### src/rtl/crc_pkg.sv
/*
 * Shared constants and types for the comparator reference control block.
 * Assumes a 32-bit classic Wishbone master and analog logic that takes
 * static control levels.
 */
package crc_pkg;

	// Bus geometry
	localparam int CRC_DW = 32;
	localparam int CRC_AW = 8;

	// Register byte offsets
	localparam logic [CRC_AW-1:0] CRC_CTRL_OFS = 8'h00;
	localparam logic [CRC_AW-1:0] CRC_STAT_OFS = 8'h04;

	// Control register reset value and writable bits
	localparam logic [15:0] CRC_CTRL_RST   = 16'h0000;
	localparam logic [15:0] CRC_CTRL_WMASK = 16'h47FF;

	// Control register field positions
	localparam int CRC_HALF_OE_BIT = 14;
	localparam int CRC_NONINV_BIT  = 10;
	localparam int CRC_BG_LSB      = 8;
	localparam int CRC_PWR_BIT     = 7;
	localparam int CRC_PIN_OE_BIT  = 6;
	localparam int CRC_RANGE_BIT   = 5;
	localparam int CRC_SRC_BIT     = 4;
	localparam int CRC_TAP_LSB     = 0;

	// Status register field positions
	localparam int CRC_ST_PIN_BIT  = 0;
	localparam int CRC_ST_HALF_BIT = 1;
	localparam int CRC_ST_PWR_BIT  = 2;
	localparam int CRC_ST_FRAC_LSB = 8;

	// Ladder fraction expressed in 96ths of the source
	localparam logic [6:0] CRC_FRAC_DEN  = 7'h60;
	localparam logic [6:0] CRC_ZERO_STEP = 7'h04;
	localparam logic [6:0] CRC_OFS_STEP  = 7'h03;
	localparam logic [6:0] CRC_OFS_BASE  = 7'h18;

	typedef enum logic [1:0] {
		CRC_BG_1V2   = 2'h0,
		CRC_BG_0V6   = 2'h1,
		CRC_BG_0V2   = 2'h2,
		CRC_BG_VREFP = 2'h3
	} crc_bg_t;

	typedef enum logic [1:0] {
		CRC_IDLE = 2'h1,
		CRC_ACK  = 2'h2
	} crc_bus_st_t;

	typedef struct packed {
		logic        unused15;
		logic        half_reference_output_enable;
		logic [2:0]  unused13;
		logic        noninverting_reference_select;
		crc_bg_t     bandgap_level_select;
		logic        reference_ladder_power_enable;
		logic        reference_pin_output_enable;
		logic        ladder_range_select;
		logic        ladder_source_select;
		logic [3:0]  ladder_tap_value;
	} crc_ctrl_t;

	typedef struct packed {
		logic              cyc;
		logic              stb;
		logic              we;
		logic [CRC_AW-1:0] adr;
		logic [3:0]        sel;
		logic [CRC_DW-1:0] dat;
	} crc_wb_req_t;

	typedef struct packed {
		logic              ack;
		logic [CRC_DW-1:0] dat;
	} crc_wb_rsp_t;

	typedef struct packed {
		logic       ladder_power_enable;
		logic       ladder_source_select;
		logic       ladder_range_select;
		logic [3:0] ladder_tap_value;
		logic       noninverting_reference_select;
		logic [1:0] bandgap_level_select;
		logic [3:0] bandgap_onehot;
		logic       reference_pin_drive;
		logic       pin_digital_oe;
		logic       half_reference_drive;
	} crc_analog_t;

	typedef struct packed {
		crc_bus_st_t st;
		crc_wb_rsp_t rsp;
		crc_ctrl_t   ctrl;
		crc_analog_t ana;
	} crc_state_t;

endpackage

### src/rtl/crc_ladder_tap.sv
/*
 * Ladder tap fraction: numerator over 96 of the selected source.
 * Assumes range and tap come from registered control bits.
 */
`timescale 1ns/1ps
module crc_ladder_tap
	import crc_pkg::*;
(
	// Clock and reset
	input  wire logic       clk_i,
	input  wire logic       rst_i,
	// Control
	input  wire logic       range_i,
	input  wire logic [3:0] tap_i,
	// Result
	output logic [6:0]      fraction_o
);

	typedef struct packed {
		logic [6:0] frac;
	} crc_tap_st_t;

	crc_tap_st_t s_q;
	crc_tap_st_t s_d;

	// 96 is the common base of the 1/24 and 1/32 steps
	function automatic logic [6:0] tap_frac(input logic rng, input logic [3:0] tap);
		logic [6:0] t;
		t = {3'h0, tap};
		if (rng) begin
			tap_frac = 7'(t * CRC_ZERO_STEP);
		end else begin
			tap_frac = 7'(CRC_OFS_BASE + t * CRC_OFS_STEP);
		end
	endfunction

	always_comb begin
		s_d      = s_q;
		s_d.frac = tap_frac(range_i, tap_i);
	end

	always_ff @(posedge clk_i) begin
		if (rst_i) begin
			s_q <= '0;
		end else begin
			s_q <= s_d;
		end
	end

	assign fraction_o = s_q.frac;

endmodule

### src/rtl/crc_top.sv
/*
 * Comparator reference control register with a Wishbone slave.
 * Assumes a classic Wishbone master on clk_i and analog logic that
 * consumes the registered control levels below.
 */
`timescale 1ns/1ps

// Overview of operation
// - Bits 15 and 13..11 read zero, ignore writes
// - Bit 14 connects half reference to pin
// - Bit 10 picks non-inverting reference source
// - Bits 9..8 pick inverting band-gap level
// - Bit 7 powers reference ladder on
// - Bit 6 routes reference to shared pin
// - Reference output enable overrides pin direction
// - Bit 5 picks 1/24 or 1/32 range
// - Bit 4 picks external or supply source
// - Bits 3..0 choose ladder tap
module crc_top
	import crc_pkg::*;
(
	// Clock and reset
	input  wire logic         clk_i,
	input  wire logic         rst_i,
	// Wishbone slave
	input  wire crc_wb_req_t  wb_req_i,
	output crc_wb_rsp_t       wb_rsp_o,
	// Pin direction of the shared reference pin, high means input
	input  wire logic         pin_direction_control_i,
	// Analog control
	output crc_analog_t       analog_o,
	output logic [6:0]        ladder_fraction_o
);

	crc_state_t s_q;
	crc_state_t s_d;

	logic        bus_hit;
	logic        ctrl_sel;
	logic        wr_commit;
	logic [15:0] wr_data;
	logic [6:0]  frac;

	assign bus_hit   = wb_req_i.cyc & wb_req_i.stb;
	assign ctrl_sel  = (wb_req_i.adr == CRC_CTRL_OFS);
	assign wr_data   = wb_req_i.dat[15:0];
	// Write lands on the edge where the master samples ack
	assign wr_commit = (s_q.st == CRC_ACK) & bus_hit & wb_req_i.we & ctrl_sel;

	// Byte-lane merge; unimplemented bits never stored
	function automatic crc_ctrl_t ctrl_merge(
		input crc_ctrl_t  old,
		input logic [15:0] dat,
		input logic [3:0]  sel
	);
		logic [15:0] lane;
		logic [15:0] m;
		lane = {{8{sel[1]}}, {8{sel[0]}}};
		m    = lane & CRC_CTRL_WMASK;
		ctrl_merge = crc_ctrl_t'((old & ~m) | (dat & m));
	endfunction

	function automatic logic [CRC_DW-1:0] status_word(
		input crc_analog_t a,
		input logic [6:0]  f
	);
		logic [CRC_DW-1:0] w;
		w = '0;
		w[CRC_ST_PIN_BIT]  = a.reference_pin_drive;
		w[CRC_ST_HALF_BIT] = a.half_reference_drive;
		w[CRC_ST_PWR_BIT]  = a.ladder_power_enable;
		w[CRC_ST_FRAC_LSB +: 7] = f;
		status_word = w;
	endfunction

	function automatic logic [CRC_DW-1:0] read_word(
		input logic [CRC_AW-1:0] adr,
		input crc_ctrl_t         c,
		input crc_analog_t       a,
		input logic [6:0]        f
	);
		logic [CRC_DW-1:0] w;
		w = '0;
		case (adr)
			CRC_CTRL_OFS: begin
				w[15:0] = 16'(c) & CRC_CTRL_WMASK;
			end
			CRC_STAT_OFS: begin
				w = status_word(a, f);
			end
			default: begin
				w = '0;
			end
		endcase
		read_word = w;
	endfunction

	// Analog levels are decoded from the next control value
	function automatic crc_analog_t analog_decode(
		input crc_ctrl_t c,
		input logic      dir_in
	);
		crc_analog_t a;
		a = '0;
		a.ladder_power_enable           = c.reference_ladder_power_enable;
		a.ladder_source_select          = c.ladder_source_select;
		a.ladder_range_select           = c.ladder_range_select;
		a.ladder_tap_value              = c.ladder_tap_value;
		a.noninverting_reference_select = c.noninverting_reference_select;
		a.bandgap_level_select          = c.bandgap_level_select;
		a.bandgap_onehot                = 4'h1 << c.bandgap_level_select;
		a.reference_pin_drive           = c.reference_pin_output_enable;
		// Analog path wins; digital driver kept off to avoid contention
		a.pin_digital_oe = ~c.reference_pin_output_enable & ~dir_in;
		a.half_reference_drive = c.half_reference_output_enable;
		analog_decode = a;
	endfunction

	crc_ladder_tap u_tap (
		.clk_i      (clk_i),
		.rst_i      (rst_i),
		.range_i    (s_q.ctrl.ladder_range_select),
		.tap_i      (s_q.ctrl.ladder_tap_value),
		.fraction_o (frac)
	);

	always_comb begin
		s_d         = s_q;
		s_d.rsp.ack = 1'b0;
		case (s_q.st)
			CRC_IDLE: begin
				if (bus_hit) begin
					s_d.st      = CRC_ACK;
					s_d.rsp.ack = 1'b1;
					s_d.rsp.dat = read_word(wb_req_i.adr, s_q.ctrl, s_q.ana, frac);
				end
			end
			CRC_ACK: begin
				s_d.st = CRC_IDLE;
				if (wr_commit) begin
					s_d.ctrl = ctrl_merge(s_q.ctrl, wr_data, wb_req_i.sel);
				end
			end
			default: begin
				s_d.st = CRC_IDLE;
			end
		endcase
		s_d.ana = analog_decode(s_d.ctrl, pin_direction_control_i);
	end

	always_ff @(posedge clk_i) begin
		if (rst_i) begin
			s_q.st   <= CRC_IDLE;
			s_q.rsp  <= '0;
			s_q.ctrl <= crc_ctrl_t'(CRC_CTRL_RST);
			s_q.ana  <= '0;
		end else begin
			s_q <= s_d;
		end
	end

	assign wb_rsp_o          = s_q.rsp;
	assign analog_o          = s_q.ana;
	assign ladder_fraction_o = frac;

	logic [6:0] exp_frac;
	assign exp_frac = s_q.ctrl.ladder_range_select ?
		7'({3'h0, s_q.ctrl.ladder_tap_value} * CRC_ZERO_STEP) :
		7'(CRC_OFS_BASE + {3'h0, s_q.ctrl.ladder_tap_value} * CRC_OFS_STEP);
endmodule

### config.mk
export PLATFORM = sky130hd
export DESIGN_NAME = crc_top
export DESIGN_NICKNAME = d
export VERILOG_FILES = /design/src/rtl/crc_pkg.sv /design/src/rtl/crc_ladder_tap.sv /design/src/rtl/crc_top.sv
export SDC_FILE = /design/constraint.sdc
export NUM_CORES = 1
export LEC_CHECK = 0
export ABC_AREA = 1
export ABC_CLOCK_PERIOD_IN_PS = 3450
export BUFFER_PORTS_ARGS = -buffer_cell sky130_fd_sc_hd__buf_2
export CAP_MARGIN = 30
export CELL_PAD_IN_SITES_DETAIL_PLACEMENT = 0
export CELL_PAD_IN_SITES_GLOBAL_PLACEMENT = 1
export CORE_UTILIZATION = 35
export DETAILED_ROUTE_END_ITERATION = 10
export PLACE_DENSITY = 0.84
export SYNTH_ARGS = -nofsm -noshare
export SYNTH_HDL_FRONTEND = slang
export SYNTH_SLANG_ARGS = --single-unit
### constraint.sdc
create_clock -name clk_i -period 3.45 [get_ports clk_i]
set_input_delay 0 -clock clk_i [delete_from_list [all_inputs] [get_ports clk_i]]
set_output_delay 0 -clock clk_i [all_outputs]
set_load 0.05 [all_outputs]
Word level (Yosys, flattened, before mapping)
Index checks and enable logic that the tools add are counted.
Word-level totals
  flip-flop bits (word level): 47
  bits in latches: 0
  bits in writable memories: 0
  ROM bits: 0
  bits of input ports: 50
  output and inout bits: 57
  word-level logic and storage cells: 45
  memories kept: 0
Cells by class
  add/subtract/negate cells: 1
  multiply operators: 1
  div/mod/pow operators: 0
  magnitude comparators: 0
  equality and inequality tests: 3
  shifts and indexed selects: 1
  multiplexer cells: 5
  bitwise logic cells: 12
  reduce and logical (&&, ||, !) cells: 5
Operators by type and width (count)
  $mux W33: 1
  $mux W15: 2
  $pmux W15 S2: 1
  $and A16 B15 Y16: 1
  $and A16 B16 Y16: 1
  $not A15 Y16: 1
  $or A16 B16 Y16: 1
  $eq A8 B3 Y1 const B: 1
  $logic_not A8 Y1: 1
  $add A5 B6 Y7 const A: 1
  $mul A4 B2 Y6 const B: 1
  $mux W6: 1
  $and A1 B1 Y1: 5
  $reduce_and A2 Y1: 2
  $reduce_or A2 Y1: 2
  $shl A1 B2 Y4 const A: 1
  $not A1 Y1: 3
  $eq A2 B1 Y1 const B: 1
  $eq A2 B2 Y1 const B: 1

Logic depth before layout (Yosys ltp)
  word-level depth: 8
  mapped depth: 8
  depth with buffers taken out: 8

By module
From an unflattened synthesis, not the netlist that was laid out.
Unflattened totals
  cell total of the unflattened synthesis: 308
  area total of the unflattened synthesis: 2238.4 um2
Modules (own cells, without submodules)
  crc_top: times used 1, cells an instance 264, area each 1866.8 um2, seq. area each 700.7 um2
  crc_ladder_tap: times used 1, cells an instance 44, area each 371.6 um2, seq. area each 140.1 um2

Worst setup path after synthesis
OpenSTA, ideal clock, no wires.
  path kind: flip-flop to flip-flop
  start: reg analog_o[13] (netlist name)
  end: reg u_tap.s_q (netlist bit u_tap.fraction_o[4])
  setup time: 0.115 ns
  arrival: 1.585 ns
  required time: 3.335 ns
  slack: 1.750 ns
  cell stages (with the launch flop): 8
  path buffers: 0
  clock period less this slack: 1.700 ns
  cells stage by stage: dfxtp_1 -> inv_1 -> ha_1 -> inv_1 -> fa_1 -> xor2_1 -> o21ai_0 -> inv_1
RTL lines
  end signal: assignment: line crc_ladder_tap.sv:44  | s_q <= '0;
  end signal: assignment: line crc_ladder_tap.sv:46  | s_q <= s_d;
  end: declaration: line crc_ladder_tap.sv:23  | crc_tap_st_t s_q;

==> key figures <==
Cells and area
  – Layout Utilization: 38.8%
  – Commonest non-fill, non-tap cells in the layout: 69 x nand2_1, 67 x buf_2, 42 x dfxtp_1, 35 x nand3_1
  – Area growth from synthesis to layout: 6.55%
  – # diodes: 0
  – Most common cell after layout, fill and taps aside: nand2_1
  – Share of layout cells above drive strength 1: 26.7%
  – Nets@finish: 393

Timing
  – Clock period minus worst slack: 1.89 ns
  – Final hold viol count: 0
  – Worst-Margin Slew: 0.531 ns
  – Period utilization: 54.8%
  – Slew HR: 64.6%
  – RSZ-0062 raised after global routing: false
  – Slew Viols, Final: 0
  – # setup viols final: 0
  – Skew final: 0.00895 ns
  – Setup_tns: 0 ns
  – Peak Freq: 529 MHz

Yosys
  – Seq/Total Area, Yosys: 36.4%
  – Cells after Synth: 303
  – Synth Register Bits: 42
  – Yosys warnings: 0
  – Post-Syn Area: 2310 um2
  – Cell variety after synth: 26
  – Avg Inst Size Synth: 7.62 um2

Critical path
  – Worst Setup Start Kind: flop
  – Worst-path fanout max: 8
  – CP Data Arrival Time: 2.08 ns
  – Top delay family on crit path: adder cells
  – CP required: 3.64 ns
  – CP peak stage delay: 0.50 ns
  – Most frequent cell on the critical path: inv_1
  – Worst R2R End: u_tap.fraction_o[4]
  – Bufs and invs on worst path: 3
  – Worst reg2reg path depth: 7
  – Worst path slowest cell: dfxtp_1
  – CP endpoint kind: flop
  – R2r setup slk: 1.56 ns
  – Crit Path Class: flop to flop
  – Worst r2r src: analog_o[13]
  – Ordered list of cells on the worst path: inv_1 > ha_1 > inv_1 > fa_1 > xor2_1 > o21ai_0 > inv_1

Floorplanning
  – Die ar.: 6930 um2
  – # IOs: 107
  – # rows: 29
  – Die boundary height: 83.2 um
  – Initial Util: 36.4%
  – Die width: 83.2 um
  – Core ar.: 6350 um2

CTS
  – TritonCTS buffer count: 5
  – Post-CTS sizing: 0
  – Worst skew pair latency: 0.29 ns
  – Clock Tree Buf Depth: 2
  – CTS tree: built
  – Clock slew at reported path FFs: 0.08 ns
  – Root buf cell: clkbuf_8
  – H-Tree Level Count: 2
  – # clock sinks: 42

Power and ir drop
  – Power per cell area: 377 nW/um2
  – Worst VDD drop: 158 uV
  – Leakage power: 1.27 nW

Min path
  – Worst Hold Depth: 3
  – Tightest Hold Check Type: input port to flop
  – Hold Path End: analog_o[1]
  – Hold path start: pin_direction_control_i

Routing
  – DRT antenna net count: 0
  – Via count: 1,891
  – Total routed wirelength: 4.94 mm
  – WL per Instance: 11.9 um
  – Number of vias per cell: 4.57
  – First DRT Iteration DRCs: 45
  – Initial DRT Pass Iterations: 4
  – DRC: 0

Place
  – Buffers on Ports: 67
  – RD Place Congestion: 0.843
  – Hpwl dp: 3.58 mm

Global route
  – Initial antenna violation count: 0
  – Total GRT Usage: 14.1%
  – First-pass GRT wire length: 7.87 mm
  – Largest net degree at the start of global routing: 25
  – Vias in the first global route: 1,699
  – Gr ovfl total: 0

Job
  – Max-Cap Viols: 0

Status
  – Status: complete, no violations
## cell type report
cell class              count  area (um2)
flip-flops and latches     42         841
well taps                  77        96.3
clock inverters             1        5.00
clock buffers               7        86.3
multi-input cells         197         998
inverters                  21        78.8
fillers                   661        3890
repair buffers             69         355
## worst reg2reg max path: stages (launching register included)
cell     delay, ns
dfxtp_1       0.50
inv_1         0.15
ha_1          0.29
inv_1         0.05
fa_1          0.44
xor2_1        0.15
o21ai_0       0.14
inv_1         0.05
## cell families after synthesis
group	after synthesis	share of synthesized area, %
AOI/OAI and AO/OA	31	6.83
DFF	42	36.4
buffers and inverters	80	23.0
and+or+nand+nor	141	28.8
adders and majority gates	7	4.44
xor gates and xnor gates	1	0.379
other	1	0.162
## worst max path at each step
| stage | endpoint | from | slack, ns | cells past startpoint |
|---|---|---|---|---|
| global placement | u_tap.fraction_o[4] | analog_o[13] | 1.59 | 7 |
| floorplan | u_tap.fraction_o[4] | analog_o[13] | 1.75 | 7 |
| detailed placement | u_tap.fraction_o[4] | analog_o[13] | 1.58 | 7 |
| global route | u_tap.fraction_o[5] | analog_o[12] | 1.39 | 7 |
| finish | u_tap.fraction_o[4] | analog_o[13] | 1.56 | 7 |
| CTS | u_tap.fraction_o[4] | analog_o[13] | 1.55 | 7 |
## layer usage
metal	part of all wire, %	wire, um	track usage [%]	up-vias
met2	47	2320	24.5	54
met1	46	2250	16.7	878
met4	1.3	65	4.23	0
li1	-	-	-	954
met3	6.0	294	4.27	5
met5	0	0	0	-
## stage by stage
step                hold WS [ns]  area [um2]  worst slack, ns  total power, W  std cells
global placement           0.233        2350             1.59        0.000607        404
global route              0.0217        2460             1.39        0.000959        414
floorplan                 0.0917        2370             1.75        0.000600        319
finish                   0.00662        2460             1.56        0.000927        414
CTS                      0.00645        2460             1.55        0.000933        414
detailed placement         0.238        2350             1.58        0.000608        404
## registers in the layout, summed over array words and instances (netlist names)
signal / count
analog_o: 17
s_q: 2
wb_rsp_o: 16
u_tap.fraction_o: 7
## report_power, final
| group | switching [W] | internal, W | total [W] |
|---|---|---|---|
| combinational | 0.0000860 | 0.0000214 | 0.000107 |
| sequential | 0.00000181 | 0.000488 | 0.000490 |
| clock | 0.000168 | 0.000162 | 0.000329 |
## what timing repair did
action / in CTS / in global routing
hold endpoints to repair: 2 / 0
setup buffers: 0 / 0
hold buffers: 2 / 0
## synthesized netlist by cell type
cell / count / area [um2]
nand3_2: 2 / 20.0
nor2_2: 1 / 6.26
ha_1: 5 / 62.6
o21ai_0: 9 / 45.0
buf_8: 1 / 15.0
nor2_4: 3 / 33.8
and3_1: 1 / 6.26
xor2_1: 1 / 8.76
nand2_1: 69 / 259
clkbuf_8: 1 / 13.8
o31ai_1: 1 / 7.51
nand3_4: 1 / 17.5
a21oi_1: 21 / 105
conb_1: 1 / 3.75
buf_4: 50 / 375
buf_6: 2 / 22.5
inv_2: 1 / 3.75
nand3_1: 35 / 175
dfxtp_1: 42 / 841
nor2_1: 21 / 78.8
fa_1: 2 / 40.0
nor2_8: 1 / 20.0
nand2_2: 6 / 37.5
buf_2: 5 / 25.0
inv_1: 20 / 75.1
nand2_4: 1 / 11.3
(Power assumes the default switching activity.)
